--- config.mk ---
export PLATFORM = sky130hd
export DESIGN_NAME = ofl_loader
export DESIGN_NICKNAME = d
export VERILOG_FILES = /design/src/ofl_pkg.sv /design/src/ofl_loader.sv
export SDC_FILE = /design/constraint.sdc
export NUM_CORES = 1
export LEC_CHECK = 0
export BUFFER_PORTS_ARGS = -buffer_cell sky130_fd_sc_hd__buf_2
export CORE_AREA = 2 2 98 100
export CTS_CLUSTER_DIAMETER = 100
export CTS_CLUSTER_SIZE = 10
export DETAILED_ROUTE_END_ITERATION = 8
export DIE_AREA = 0 0 100 102
export HOLD_SLACK_MARGIN = 0.1
export PLACE_DENSITY = 0.76
export SYNTH_ARGS = -nofsm -noshare
export SYNTH_HDL_FRONTEND = slang
export SYNTH_SLANG_ARGS = --single-unit
--- constraint.sdc ---
create_clock -name ref_clk -period 6.2 [get_ports ref_clk]
set_clock_uncertainty 0.15 [all_clocks]
set_input_delay 0.62 -clock ref_clk [delete_from_list [all_inputs] [get_ports ref_clk]]
set_output_delay 0.62 -clock ref_clk [all_outputs]
set_load 0.1 [all_outputs]
--- src/ofl_pkg.sv ---
// Constants and types for the output clock default frequency loader.
// Assumes a 32-bit AXI4-Lite register bus with word-aligned registers.
package ofl_pkg;

   ////////////////////////////////////////////////////////////////////////
   // Bus geometry
   localparam int unsigned OFL_ADDR_W = 8;
   localparam int unsigned OFL_DATA_W = 32;
   localparam logic [1:0] OFL_RESP_OKAY = 2'h0;
   localparam logic [1:0] OFL_RESP_SLVERR = 2'h2;

   ////////////////////////////////////////////////////////////////////////
   // Register byte offsets
   localparam logic [7:0] OFL_MAIN_LOOP_CFG = 8'h00;
   localparam logic [7:0] OFL_AUX_LOOP_CFG = 8'h04;
   localparam logic [7:0] OFL_SE_OUT_CFG = 8'h08;
   localparam logic [7:0] OFL_DIFF_OUT_CFG = 8'h0C;
   localparam logic [7:0] OFL_PIN_DIR = 8'h10;
   localparam logic [7:0] OFL_PIN_SEL = 8'h14;
   localparam logic [7:0] OFL_PIN_OUT = 8'h18;
   localparam logic [7:0] OFL_PIN_IN = 8'h1C;
   localparam logic [7:0] OFL_STRAP_CAP = 8'h20;

   ////////////////////////////////////////////////////////////////////////
   // Field positions in the output config registers
   localparam int unsigned OFL_CODE_LSB = 0;
   localparam int unsigned OFL_SRC_BIT = 4;

   ////////////////////////////////////////////////////////////////////////
   // Strap and field encodings
   localparam logic [2:0] OFL_STRAP_000 = 3'h0;
   localparam logic [2:0] OFL_STRAP_001 = 3'h1;
   localparam logic [2:0] OFL_STRAP_010 = 3'h2;
   localparam logic [2:0] OFL_STRAP_111 = 3'h7;
   localparam logic [2:0] OFL_MAIN_E1 = 3'h2;
   localparam logic [2:0] OFL_MAIN_DS1 = 3'h4;
   localparam logic [2:0] OFL_MAIN_7776 = 3'h1;
   localparam logic [3:0] OFL_AUX_E3 = 4'h6;
   localparam logic [3:0] OFL_AUX_DS3 = 4'h7;
   localparam logic [3:0] OFL_AUX_16E1 = 4'h3;
   localparam logic [3:0] OFL_AUX_16DS1 = 4'h5;
   localparam logic [3:0] OFL_CODE_OFF = 4'h0;
   localparam logic [3:0] OFL_CODE_68736 = 4'hF;
   localparam logic [3:0] OFL_CODE_22368 = 4'hE;
   localparam logic [3:0] OFL_CODE_15552 = 4'h3;
   localparam logic [3:0] OFL_CODE_SE_AUX = 4'hD;
   localparam logic [3:0] OFL_CODE_SE_MAIN = 4'h7;
   localparam logic [3:0] OFL_DIFF_BASE = 4'h4;
   localparam logic [3:0] OFL_SE_BASE = 4'h3;
   localparam logic OFL_SRC_MAIN = 1'b0;
   localparam logic OFL_SRC_AUX = 1'b1;

   ////////////////////////////////////////////////////////////////////////
   // Reset values before the straps are loaded
   localparam logic [5:0] OFL_PIN_RST = 6'h00;

   typedef struct packed {
      logic [2:0] main_freq;
      logic [3:0] aux_freq;
      logic se_src;
      logic [3:0] se_code;
      logic diff_src;
      logic [3:0] diff_code;
   } ofl_cfg_t;

   localparam ofl_cfg_t OFL_CFG_RST = '{3'h1, 4'h3, 1'b0, 4'h0, 1'b0, 4'h0};

endpackage : ofl_pkg

--- src/ofl_loader.sv ---
// Strap decoder and config register file for the two output clocks.
// Assumes straps and the rate-family pin are synchronous to ref_clk and
// stable while nrst is low; AXI4-Lite master on the register side.
//
// Behaviour
// - Strap groups pick single-ended and differential defaults
// - Rate-family pin picks SDH or SONET rate
// - After reset strap pins become GPIO/status
// - Straps only set defaults; writes override them
// - Main APLL field default from both straps
// - Aux APLL field default from straps
// - Differential output code and source decode
// - Open differential straps give 155.52 MHz
// - Single-ended output code and source decode
// - Open single-ended straps give 19.44 MHz
`timescale 1ns/1ps
`default_nettype none

module ofl_loader
   import ofl_pkg::*;
(
   input wire logic ref_clk,
   input wire logic nrst,
   input wire logic [OFL_ADDR_W-1:0] s_axi_awaddr,
   input wire logic s_axi_awvalid,
   output logic s_axi_awready,
   input wire logic [OFL_DATA_W-1:0] s_axi_wdata,
   input wire logic [3:0] s_axi_wstrb,
   input wire logic s_axi_wvalid,
   output logic s_axi_wready,
   output logic [1:0] s_axi_bresp,
   output logic s_axi_bvalid,
   input wire logic s_axi_bready,
   input wire logic [OFL_ADDR_W-1:0] s_axi_araddr,
   input wire logic s_axi_arvalid,
   output logic s_axi_arready,
   output logic [OFL_DATA_W-1:0] s_axi_rdata,
   output logic [1:0] s_axi_rresp,
   output logic s_axi_rvalid,
   input wire logic s_axi_rready,
   input wire logic [2:0] single_ended_out_freq_straps_in,
   output logic [2:0] single_ended_out_freq_straps_out,
   output logic [2:0] single_ended_out_freq_straps_oe,
   input wire logic [2:0] differential_out_freq_straps_in,
   output logic [2:0] differential_out_freq_straps_out,
   output logic [2:0] differential_out_freq_straps_oe,
   input wire logic rate_family_pin,
   output ofl_cfg_t cfg_out,
   output logic loaded
);

   ////////////////////////////////////////////////////////////////////////
   // State
   ofl_cfg_t cfg_r;
   ofl_cfg_t cfg_nxt;
   ofl_cfg_t dflt;
   logic loaded_r;
   logic [2:0] se_cap_r;
   logic [2:0] diff_cap_r;
   logic rf_cap_r;
   logic [5:0] pin_dir_r;
   logic [5:0] pin_sel_r;
   logic [5:0] pin_out_r;
   logic [5:0] pin_drv_r;
   logic [5:0] pin_oe_r;
   logic [5:0] pin_dir_nxt;
   logic [5:0] pin_sel_nxt;
   logic [5:0] pin_out_nxt;
   logic [5:0] status_bits;
   logic [5:0] pin_drv_nxt;
   logic [5:0] pin_oe_nxt;

   logic [OFL_ADDR_W-1:0] awaddr_r;
   logic [OFL_DATA_W-1:0] wdata_r;
   logic [3:0] wstrb_r;
   logic aw_full_r;
   logic w_full_r;
   logic awready_r;
   logic wready_r;
   logic bvalid_r;
   logic [1:0] bresp_r;
   logic arready_r;
   logic rvalid_r;
   logic [OFL_DATA_W-1:0] rdata_r;
   logic [1:0] rresp_r;

   ////////////////////////////////////////////////////////////////////////
   // Strap decode, from the live pins during the load cycle
   wire logic [2:0] se_s = single_ended_out_freq_straps_in;
   wire logic [2:0] df_s = differential_out_freq_straps_in;
   wire logic rf = rate_family_pin;
   wire logic df_is1 = (df_s == OFL_STRAP_001);
   wire logic se_is1 = (se_s == OFL_STRAP_001);
   wire logic se_is2 = (se_s == OFL_STRAP_010);

   wire logic [2:0] main_dflt = (df_is1 && se_is1)
      ? (rf ? OFL_MAIN_DS1 : OFL_MAIN_E1) : OFL_MAIN_7776;

   wire logic [3:0] aux_dflt = (df_is1 || se_is2)
      ? (rf ? OFL_AUX_DS3 : OFL_AUX_E3)
      : (rf ? OFL_AUX_16DS1 : OFL_AUX_16E1);

   // Linear stretch 010..110 maps to 0110..1010; open pins give 155.52
   wire logic [3:0] diff_lin = {1'b0, df_s} + OFL_DIFF_BASE;
   wire logic [3:0] diff_dflt =
      (df_s == OFL_STRAP_000) ? OFL_CODE_OFF :
      df_is1 ? (rf ? OFL_CODE_22368 : OFL_CODE_68736) :
      (df_s == OFL_STRAP_111) ? OFL_CODE_15552 :
      diff_lin;
   wire logic diff_src_dflt = df_is1 ? OFL_SRC_AUX : OFL_SRC_MAIN;

   // Linear stretch 011..111 maps to 0110..1010; open pins give 19.44
   wire logic [3:0] se_lin = {1'b0, se_s} + OFL_SE_BASE;
   wire logic [3:0] se_dflt =
      (se_s == OFL_STRAP_000) ? OFL_CODE_OFF :
      se_is1 ? (df_is1 ? OFL_CODE_SE_MAIN : OFL_CODE_SE_AUX) :
      se_is2 ? (rf ? OFL_CODE_22368 : OFL_CODE_68736) :
      se_lin;
   // Main APLL sharing: SE 001 moves to main when differential owns aux
   wire logic se_src_dflt = ((se_is1 && !df_is1) || se_is2)
      ? OFL_SRC_AUX : OFL_SRC_MAIN;

   assign dflt = '{main_dflt, aux_dflt, se_src_dflt, se_dflt,
                   diff_src_dflt, diff_dflt};

   ////////////////////////////////////////////////////////////////////////
   // Write channel
   wire logic aw_take = s_axi_awvalid && awready_r;
   wire logic w_take = s_axi_wvalid && wready_r;
   wire logic do_write = aw_full_r && w_full_r && !bvalid_r;
   wire logic aw_full_nxt = aw_full_r ? !do_write : aw_take;
   wire logic w_full_nxt = w_full_r ? !do_write : w_take;
   wire logic lane0 = wstrb_r[0];
   wire logic [7:0] wbyte = wdata_r[7:0];
   wire logic wr_main = do_write && lane0 && (awaddr_r == OFL_MAIN_LOOP_CFG);
   wire logic wr_aux = do_write && lane0 && (awaddr_r == OFL_AUX_LOOP_CFG);
   wire logic wr_se = do_write && lane0 && (awaddr_r == OFL_SE_OUT_CFG);
   wire logic wr_diff = do_write && lane0 && (awaddr_r == OFL_DIFF_OUT_CFG);
   wire logic wr_dir = do_write && lane0 && (awaddr_r == OFL_PIN_DIR);
   wire logic wr_sel = do_write && lane0 && (awaddr_r == OFL_PIN_SEL);
   wire logic wr_out = do_write && lane0 && (awaddr_r == OFL_PIN_OUT);
   wire logic wr_hit = (awaddr_r == OFL_MAIN_LOOP_CFG)
      || (awaddr_r == OFL_AUX_LOOP_CFG) || (awaddr_r == OFL_SE_OUT_CFG)
      || (awaddr_r == OFL_DIFF_OUT_CFG) || (awaddr_r == OFL_PIN_DIR)
      || (awaddr_r == OFL_PIN_SEL) || (awaddr_r == OFL_PIN_OUT)
      || (awaddr_r == OFL_PIN_IN) || (awaddr_r == OFL_STRAP_CAP);

   ////////////////////////////////////////////////////////////////////////
   // Config next value: load once, then software owns the fields
   always_comb
   begin
      cfg_nxt = cfg_r;
      if (!loaded_r)
      begin
         cfg_nxt = dflt;
      end
      else
      begin
         if (wr_main)
         begin
            cfg_nxt.main_freq = wbyte[2:0];
         end
         if (wr_aux)
         begin
            cfg_nxt.aux_freq = wbyte[3:0];
         end
         if (wr_se)
         begin
            cfg_nxt.se_code = wbyte[OFL_CODE_LSB +: 4];
            cfg_nxt.se_src = wbyte[OFL_SRC_BIT];
         end
         if (wr_diff)
         begin
            cfg_nxt.diff_code = wbyte[OFL_CODE_LSB +: 4];
            cfg_nxt.diff_src = wbyte[OFL_SRC_BIT];
         end
      end
   end

   ////////////////////////////////////////////////////////////////////////
   // Pin block: SE straps on bits 2:0, differential on bits 5:3
   assign pin_dir_nxt = wr_dir ? wbyte[5:0] : pin_dir_r;
   assign pin_sel_nxt = wr_sel ? wbyte[5:0] : pin_sel_r;
   assign pin_out_nxt = wr_out ? wbyte[5:0] : pin_out_r;
   assign status_bits = {cfg_r.diff_code == OFL_CODE_OFF,
                         cfg_r.se_code == OFL_CODE_OFF,
                         rf_cap_r, cfg_r.diff_src, cfg_r.se_src, loaded_r};

   genvar gi;
   generate
      for (gi = 0; gi < 6; gi++)
      begin : g_pin
         // Pins stay inputs until the straps are safely captured
         assign pin_oe_nxt[gi] = loaded_r && pin_dir_nxt[gi];
         assign pin_drv_nxt[gi] = pin_sel_nxt[gi]
            ? status_bits[gi] : pin_out_nxt[gi];
      end
   endgenerate

   ////////////////////////////////////////////////////////////////////////
   // Read decode
   wire logic ar_take = s_axi_arvalid && arready_r;
   wire logic rvalid_nxt = rvalid_r ? !s_axi_rready : ar_take;
   wire logic [OFL_ADDR_W-1:0] ra = s_axi_araddr;
   wire logic [5:0] pin_in = {differential_out_freq_straps_in,
                              single_ended_out_freq_straps_in};
   wire logic [OFL_DATA_W-1:0] rd_word =
      (ra == OFL_MAIN_LOOP_CFG) ? {29'h0, cfg_r.main_freq} :
      (ra == OFL_AUX_LOOP_CFG) ? {28'h0, cfg_r.aux_freq} :
      (ra == OFL_SE_OUT_CFG) ? {27'h0, cfg_r.se_src, cfg_r.se_code} :
      (ra == OFL_DIFF_OUT_CFG) ? {27'h0, cfg_r.diff_src, cfg_r.diff_code} :
      (ra == OFL_PIN_DIR) ? {26'h0, pin_dir_r} :
      (ra == OFL_PIN_SEL) ? {26'h0, pin_sel_r} :
      (ra == OFL_PIN_OUT) ? {26'h0, pin_out_r} :
      (ra == OFL_PIN_IN) ? {26'h0, pin_in} :
      (ra == OFL_STRAP_CAP) ? {25'h0, rf_cap_r, diff_cap_r, se_cap_r} :
      32'h0000_0000;
   wire logic rd_hit = (ra == OFL_MAIN_LOOP_CFG)
      || (ra == OFL_AUX_LOOP_CFG) || (ra == OFL_SE_OUT_CFG)
      || (ra == OFL_DIFF_OUT_CFG) || (ra == OFL_PIN_DIR)
      || (ra == OFL_PIN_SEL) || (ra == OFL_PIN_OUT)
      || (ra == OFL_PIN_IN) || (ra == OFL_STRAP_CAP);

   ////////////////////////////////////////////////////////////////////////
   // Strap capture and config registers
   always_ff @(posedge ref_clk or negedge nrst)
   begin
      if (!nrst)
      begin
         loaded_r <= 1'b0;
         se_cap_r <= 3'h0;
         diff_cap_r <= 3'h0;
         rf_cap_r <= 1'b0;
         cfg_r <= OFL_CFG_RST;
      end
      else
      begin
         loaded_r <= 1'b1;
         cfg_r <= cfg_nxt;
         if (!loaded_r)
         begin
            se_cap_r <= single_ended_out_freq_straps_in;
            diff_cap_r <= differential_out_freq_straps_in;
            rf_cap_r <= rate_family_pin;
         end
      end
   end

   always_ff @(posedge ref_clk or negedge nrst)
   begin
      if (!nrst)
      begin
         pin_dir_r <= OFL_PIN_RST;
         pin_sel_r <= OFL_PIN_RST;
         pin_out_r <= OFL_PIN_RST;
         pin_drv_r <= OFL_PIN_RST;
         pin_oe_r <= OFL_PIN_RST;
      end
      else
      begin
         pin_dir_r <= pin_dir_nxt;
         pin_sel_r <= pin_sel_nxt;
         pin_out_r <= pin_out_nxt;
         pin_drv_r <= pin_drv_nxt;
         pin_oe_r <= pin_oe_nxt;
      end
   end

   ////////////////////////////////////////////////////////////////////////
   // AXI write side; held off until straps are loaded
   always_ff @(posedge ref_clk or negedge nrst)
   begin
      if (!nrst)
      begin
         aw_full_r <= 1'b0;
         w_full_r <= 1'b0;
         awready_r <= 1'b0;
         wready_r <= 1'b0;
         awaddr_r <= '0;
         wdata_r <= '0;
         wstrb_r <= 4'h0;
         bvalid_r <= 1'b0;
         bresp_r <= OFL_RESP_OKAY;
      end
      else
      begin
         aw_full_r <= aw_full_nxt;
         w_full_r <= w_full_nxt;
         awready_r <= loaded_r && !aw_full_nxt;
         wready_r <= loaded_r && !w_full_nxt;
         if (aw_take)
         begin
            awaddr_r <= s_axi_awaddr;
         end
         if (w_take)
         begin
            wdata_r <= s_axi_wdata;
            wstrb_r <= s_axi_wstrb;
         end
         if (do_write)
         begin
            bvalid_r <= 1'b1;
            bresp_r <= wr_hit ? OFL_RESP_OKAY : OFL_RESP_SLVERR;
         end
         else if (s_axi_bready)
         begin
            bvalid_r <= 1'b0;
         end
      end
   end

   ////////////////////////////////////////////////////////////////////////
   // AXI read side; one read in flight
   always_ff @(posedge ref_clk or negedge nrst)
   begin
      if (!nrst)
      begin
         arready_r <= 1'b0;
         rvalid_r <= 1'b0;
         rdata_r <= '0;
         rresp_r <= OFL_RESP_OKAY;
      end
      else
      begin
         arready_r <= loaded_r && !rvalid_nxt && !ar_take;
         rvalid_r <= rvalid_nxt;
         if (ar_take)
         begin
            rdata_r <= rd_word;
            rresp_r <= rd_hit ? OFL_RESP_OKAY : OFL_RESP_SLVERR;
         end
      end
   end

   ////////////////////////////////////////////////////////////////////////
   // Outputs
   assign s_axi_awready = awready_r;
   assign s_axi_wready = wready_r;
   assign s_axi_bvalid = bvalid_r;
   assign s_axi_bresp = bresp_r;
   assign s_axi_arready = arready_r;
   assign s_axi_rvalid = rvalid_r;
   assign s_axi_rdata = rdata_r;
   assign s_axi_rresp = rresp_r;
   assign single_ended_out_freq_straps_out = pin_drv_r[2:0];
   assign single_ended_out_freq_straps_oe = pin_oe_r[2:0];
   assign differential_out_freq_straps_out = pin_drv_r[5:3];
   assign differential_out_freq_straps_oe = pin_oe_r[5:3];
   assign cfg_out = cfg_r;
   assign loaded = loaded_r;

endmodule : ofl_loader

`default_nettype wire

==> results of run 1 <==
layer usage:
metal  wire (µm)  GRT usage (%)  vias up
met4         305           9.91        0
met3         767           4.51       28
met1        4700           29.0     1709
li1            -              -     1625
met5           0              0        -
met2        5160           35.1      186
worst reg2reg max path, delay by kind of cell, from the launching register on:
family,cells,cell delay [ps]
compound gates,1,250
flops,1,410
simple gates,4,1660
per-stage QoR:
stage | setup slack [ps] | hold WS [ps] | total power, mW | cell area (µm²)
6_report | 3630 | 285 | 1.87 | 4990
5_1_grt | 3490 | 295 | 1.94 | 4990
4_1_cts | 3670 | 272 | 1.86 | 4990
3_5_place_dp | 3360 | 317 | 1.45 | 4790
3_3_place_gp | 3400 | 313 | 1.44 | 4790
2_1_floorplan | 3680 | 174 | 1.32 | 4520
cell families (layout without fill, tap and decap cells):
kind of cell	count (synthesis)	in the layout
and+or+nand+nor	121	121
DFF	86	86
other	2	28
AOI/OAI and AO/OA	102	102
muxes	49	49
buffers and inverters	66	117
adders and majority gates	4	4
power breakdown:
part | total, mW | switching, mW | internal, mW
combinational | 0.653 | 0.501 | 0.152
clock | 0.415 | 0.223 | 0.192
sequential | 0.797 | 0.132 | 0.665
total | 1.87 | 0.856 | 1.01
flip-flops by register name, indices dropped and copies added (netlist names), 3 cells and up:
register / flops
cfg_out: 17
s_axi_rdata: 7
wdata_r: 6
pin_out_r: 6
awaddr_r: 8
pin_oe_r: 6
pin_drv_r: 6
pin_sel_r: 6
diff_cap_r: 3
pin_dir_r: 6
se_cap_r: 3
worst max path at each step:
stage	slack, ps	endpoint	startpoint	cells after the start
6_report	3630	s_axi_rdata[2]$_DFFE_PN0P_	s_axi_araddr[2]	6
5_1_grt	3490	pin_drv_r[2]$_DFF_PN0_	awaddr_r[1]$_DFFE_PN0P_	5
4_1_cts	3670	pin_drv_r[2]$_DFF_PN0_	awaddr_r[1]$_DFFE_PN0P_	5
3_5_place_dp	3360	s_axi_rdata[2]$_DFFE_PN0P_	s_axi_araddr[2]	6
3_3_place_gp	3400	s_axi_rdata[0]$_DFFE_PN0P_	s_axi_araddr[2]	6
2_1_floorplan	3680	pin_drv_r[4]$_DFF_PN0_	s_axi_bvalid$_DFFE_PN0P_	6
cell type report:
| class | instances | area, µm² |
|---|---|---|
| Inverter | 20 | 75.1 |
| Sequential cell | 86 | 2160 |
| Tap cell | 111 | 139 |
| Fill cell | 810 | 4110 |
| Clock inverter | 7 | 80.1 |
| Timing Repair Buffer | 81 | 410 |
| Clock buffer | 9 | 124 |
| Multi-Input combinational cell | 304 | 2010 |
layout by cell type, fill, tap and decap left out, drive strengths merged, types with 20 or more instances in the layout:
cell and n:
o21ai 26, dfrtp 83, mux2 29, inv 23
a21oi 25, nor2 25, mux2i 20, nand2 42
conb 28, buf 81
==> run summary, run 1 <==
worst slew pin tran: 1060 ps
# diodes: 0
status: finished, final reports clean
final core utilization: 54.8%
top cell types by occurrence after synthesis: dfrtp_1, nand2_1, mux2_2
ys flop type: dfrtp_1
first-pass GRT wire length: 17100 µm
DR WL/cell: 17.7 µm
clk slew on worst S/H paths: 100 ps
Vias: 3548
Routed Antenna Nets: 0
distinct cell type count after synthesis: 60
Critical Path Source Type: primary input
Syn Inst Count: 430
Worst slew margin: 29.1%
largest net degree at the start of global routing: 87
Bufs and invs on worst path: 1
R2R depth: 5
setup TNS: 0 ps
Peak VDD IR: 0.223 mV
Die W: 100 µm
final hold vios: 0
adder-cell share of the synthesized area: 1.13%
r2r endpoint: pin_drv_r[0]$_DFF_PN0_
post-synthesis mux area share: 11.9%
root buffer selected by CTS: clkbuf_8
DP Wirelength: 7880 µm
Skew-Pair Late Insertion Delay: 370 ps
Power Density: 373 nW/µm²
Hold Path Class: primary input to asynchronous set/reset pin
CP cell instances: buf_2 > or3_1 > nor3_4 > a221oi_1 > a2111oi_0 > a211o_1
RR Startpoint: awaddr_r[1]$_DFFE_PN0P_
simple-gate share of the synthesized area: 14.5%
Die Area: 10200 µm²
All-Layer GR Usage: 21.9%
leading area contributor after synthesis: dfrtp_1
fin. max-slew vios: 0
Starting Density: 48.5%
critical path peak fanout: 26
sequential cell area fraction in the yosys report: 48.8%
via density per instance: 5.74
drt initial violations: 247
Placer Congestion: 0.922
number of port buffers: 80
number of I/O pins: 137
share of layout cells above drive strength 1: 27.6%
Compound-Gate Fraction of Synth Area: 15.6%
Yosys top cell area share: 47.0%
RSZ-0062 raised after global routing: no
nets@finish: 572
Ys Warns: 0
Layout area overhead: 13.0%
Synth Area in XOR/XNOR: 0%
largest family of logic cells by synthesized area: compound AO/OA/AOI/OAI gates
TritonRoute pass-1 iters: 5
Peak Freq: 0.389 GHz
CTS resizes: 0
endpoints failing setup: 0
Synth async-reset ratio: 100%
critical path class: primary input to register
H-tree depth: 3
initial antenna violation count: 0
Tmin final: 2570 ps
core area: 9110 µm²
slowest CP cell: a2111oi_0
CP peak stage delay: 720 ps
worst reg2reg setup slack: 3640 ps
Max Cap Viol: 0
Mapped Avg Cell Area: 10.3 µm²
Critical Path Sink Type: register
count leader, synth: dfrtp_1
drc violations: 0
total grt overflow: 0
number of synthesized register bits: 86
top cell family by delay on the critical path: compound AO/OA/AOI/OAI gates
Die Span Y: 102 µm
worst endpoint required time: 6360 ps
FP Rows: 35
EDFF count, synth: 0
TritonCTS Buffers: 9
Cells after DPL: 602
CTS max path bufs: 2
CTS tree: done
wirelength, routed: 10900 µm
crit path DAT: 2740 ps
Post-CTS Setup Repair Bufs: 0
Synth area leaders: dfrtp_1, mux2_2, buf_4
Post-Syn Area: 4420 µm²
crit share post-route: 41.5%
Layout Cells excl Fill: 618
Clock Sinks: 86
Pleak: 2.52 nW
vias in the first global route: 3399
cts hold-fix bufs: 0
No activity file was read; power rests on OpenSTA's default activity.
==> run 2: changes to the inputs <==
- CORE_AREA: 2 2 98 100 -> 2 2 100 102
- DIE_AREA: 0 0 100 102 -> 0 0 102 104
- PLACE_DENSITY: 0.76 -> 0.77
- clock period: 6.2 -> 2.29 ns (I/O delays scaled with it)
==> run summary, run 2 (same netlist as run 1, synthesis figures left out) <==
fin. max-slew vios: 0 (unchanged)
CP peak stage delay: 560 ps (-160 ps)
first-pass GRT wire length: 18800 µm (+10%)
most numerous cell on the critical path: or4_4
launch point of the worst hold path: s_axi_araddr[6]
Power Density: 925 nW/µm² (+150%)
pre-CTS setup slack: -172 ps (-3530 ps)
Skew-Pair Late Insertion Delay: 370 ps (about the same)
Pleak: 2.74 nW (+8.5%)
final hold vios: 0 (unchanged)
clk slew on worst S/H paths: 100 ps (about the same)
Die W: 102 µm (+2.0%)
FP Rows: 36 (+2.9%)
R2R depth: 6 (+1)
largest net degree at the start of global routing: 44 (-49%)
Critical Path Sink Type: register
slowest CP cell: or4_4
top cell family by delay on the critical path: simple AND/OR/NAND/NOR gates
leading cell type in the layout, fill and taps excluded: dfrtp_1
CTS tree: done
Worst Hold Endpoint: s_axi_rresp[1]$_DFFE_PN0P_
vias in the first global route: 3652 (+7.4%)
worst endpoint required time: 2430 ps (-3930 ps)
number of port buffers: 80 (unchanged)
DP Wirelength: 8770 µm (+11%)
r2r endpoint: cfg_out[15]$_DFFE_PN0P_
Largest register FFs: 17 (unchanged)
Power, Total: 5.05 mW (+170%)
Starting Density: 46.3% (-2.2 points)
crit path setup slack, layout: 71.4 ps (-3560 ps)
core area: 9550 µm² (+4.8%)
worst hold path cell count: 4
# diodes: 0 (unchanged)
Critical Path Source Type: register
initial antenna violation count: 0 (unchanged)
total grt overflow: 0 (unchanged)
RSZ-0062 raised after global routing: no
most frequent cells in the layout: dfrtp_1, buf_2, nand2_1, buf_4
wirelength, routed: 12000 µm (+10%)
endpoints failing setup: 0 (unchanged)
TritonRoute pass-1 iters: 5 (unchanged)
Die Area: 10600 µm² (+4.0%)
Peak Freq: 0.451 GHz
worst slew pin tran: 604 ps (-458 ps)
drt initial violations: 294 (+19%)
Worst slew margin: 58.7% (+30 points)
RR Startpoint: awaddr_r[1]$_DFFE_PN0P_
Placer Congestion: 0.941 (+2.0%)
worst reg2reg setup slack: 70 ps (-3570 ps)
via density per instance: 5.47 (-4.7%)
critical path class: register to register
Clock Sinks: 86 (unchanged)
Bufs and invs on worst path: 1 (unchanged)
Setup crit start: awaddr_r[1]$_DFFE_PN0P_
CP cell instances: or4_4 > or4_4 > o21ai_4 > buf_4 > nor2_1 > a21oi_1
Peak VDD IR: 0.871 mV (+290%)
DR WL/cell: 17.4 µm (-1.6%)
H-tree depth: 3 (unchanged)
crit path DAT: 2360 ps (-380 ps)
Vias: 3788 (+6.8%)
drc violations: 0 (unchanged)
Area after DPL: 5030 µm² (+4.9%)
Hold Path Class: primary input to register
Tmin final: 2220 ps
TritonCTS Buffers: 9 (unchanged)
critical path peak fanout: 5 (-81%)
design area: 5460 µm² (+9.3%)
setup TNS: 0 ps (unchanged)
status: finished, final reports clean
All-Layer GR Usage: 23.2% (+1.2 points)
CTS max path bufs: 2 (unchanged)
Layout area overhead: 23.5%
Die Span Y: 104 µm (+2.0%)
Max Cap Viol: 0 (unchanged)
Routed Antenna Nets: 0 (unchanged)
share of layout cells above drive strength 1: 30.6% (+3.0 points)
crit share post-route: 96.9%
root buffer selected by CTS: clkbuf_8
number of I/O pins: 137 (unchanged)
nets@finish: 624 (+9.1%)
-- run 2: cell types whose count changed in the layout (fill, tap and decap cells not counted), sizes merged --
cell         previous run  this run
buf                    81       109
dlygate4sd3             0        24
clkinvlp                1         3
bufinv                  1         0
clkbuf                  9        10
clkinv                  2         1
inv                    23        22
-- run 2: where the power goes --
| group | internal (mW) | total, mW | switching (mW) |
|---|---|---|---|
| Combinational | 0.470 | 1.84 | 1.37 |
| Sequential | 1.81 | 2.19 | 0.378 |
| Clock | 0.430 | 1.03 | 0.598 |
-- run 2: what timing repair did --
action / CTS / global route
buffers inserted: 0 / 1
gates resized for setup: 0 / 1
hold buffers: 24 / 0
endpoints found under the hold margin: 66 / 0
endpoints found under the setup margin: 0 / 5
-- run 2: worst reg2reg max path, stage by stage, from the launching register on --
cell	delay, ps
dfrtp_1	410
or4_4	560
or4_4	490
o21ai_4	200
buf_4	150
nor2_1	40
a21oi_1	160
-- run 2: layout make-up --
class	count	area, µm²
Clock buffer	10	138
Inverter	20	75.1
Clock inverter	6	45.0
Multi-Input combinational cell	304	2010
Tap cell	133	166
Timing Repair Buffer	133	861
Sequential cell	86	2160
Fill cell	846	4090
-- run 2: worst max path at each step --
stage / depth (start not counted) / slack (ps) / end
3_5_place_dp: 8 / -170 / s_axi_rdata[2]$_DFFE_PN0P_
6_report: 6 / 70 / cfg_out[15]$_DFFE_PN0P_
2_1_floorplan: 6 / 0.1 / pin_drv_r[4]$_DFF_PN0_
5_1_grt: 6 / 10 / cfg_out[16]$_DFFE_PN0P_
3_3_place_gp: 8 / -160 / s_axi_rdata[0]$_DFFE_PN0P_
4_1_cts: 6 / 30 / cfg_out[15]$_DFFE_PN0P_
-- run 2: through the flow --
| step | utilization (%) | hold slack [ps] | cells |
|---|---|---|---|
| floorplan | - | -217 | 456 |
| global placement | 52.6 | 114 | 651 |
| detailed placement | 52.6 | 111 | 651 |
| CTS | 57.1 | 147 | 691 |
| global route | 57.2 | 179 | 692 |
| finish | 57.2 | 145 | 692 |
-- run 2: routing by layer --
layer	vias up	track usage, %	wire length (µm)
met2	206	36.8	5670
met4	0	5.90	197
met1	1827	31.6	5130
met3	17	5.98	1030
li1	1738	-	-
met5	-	0	0
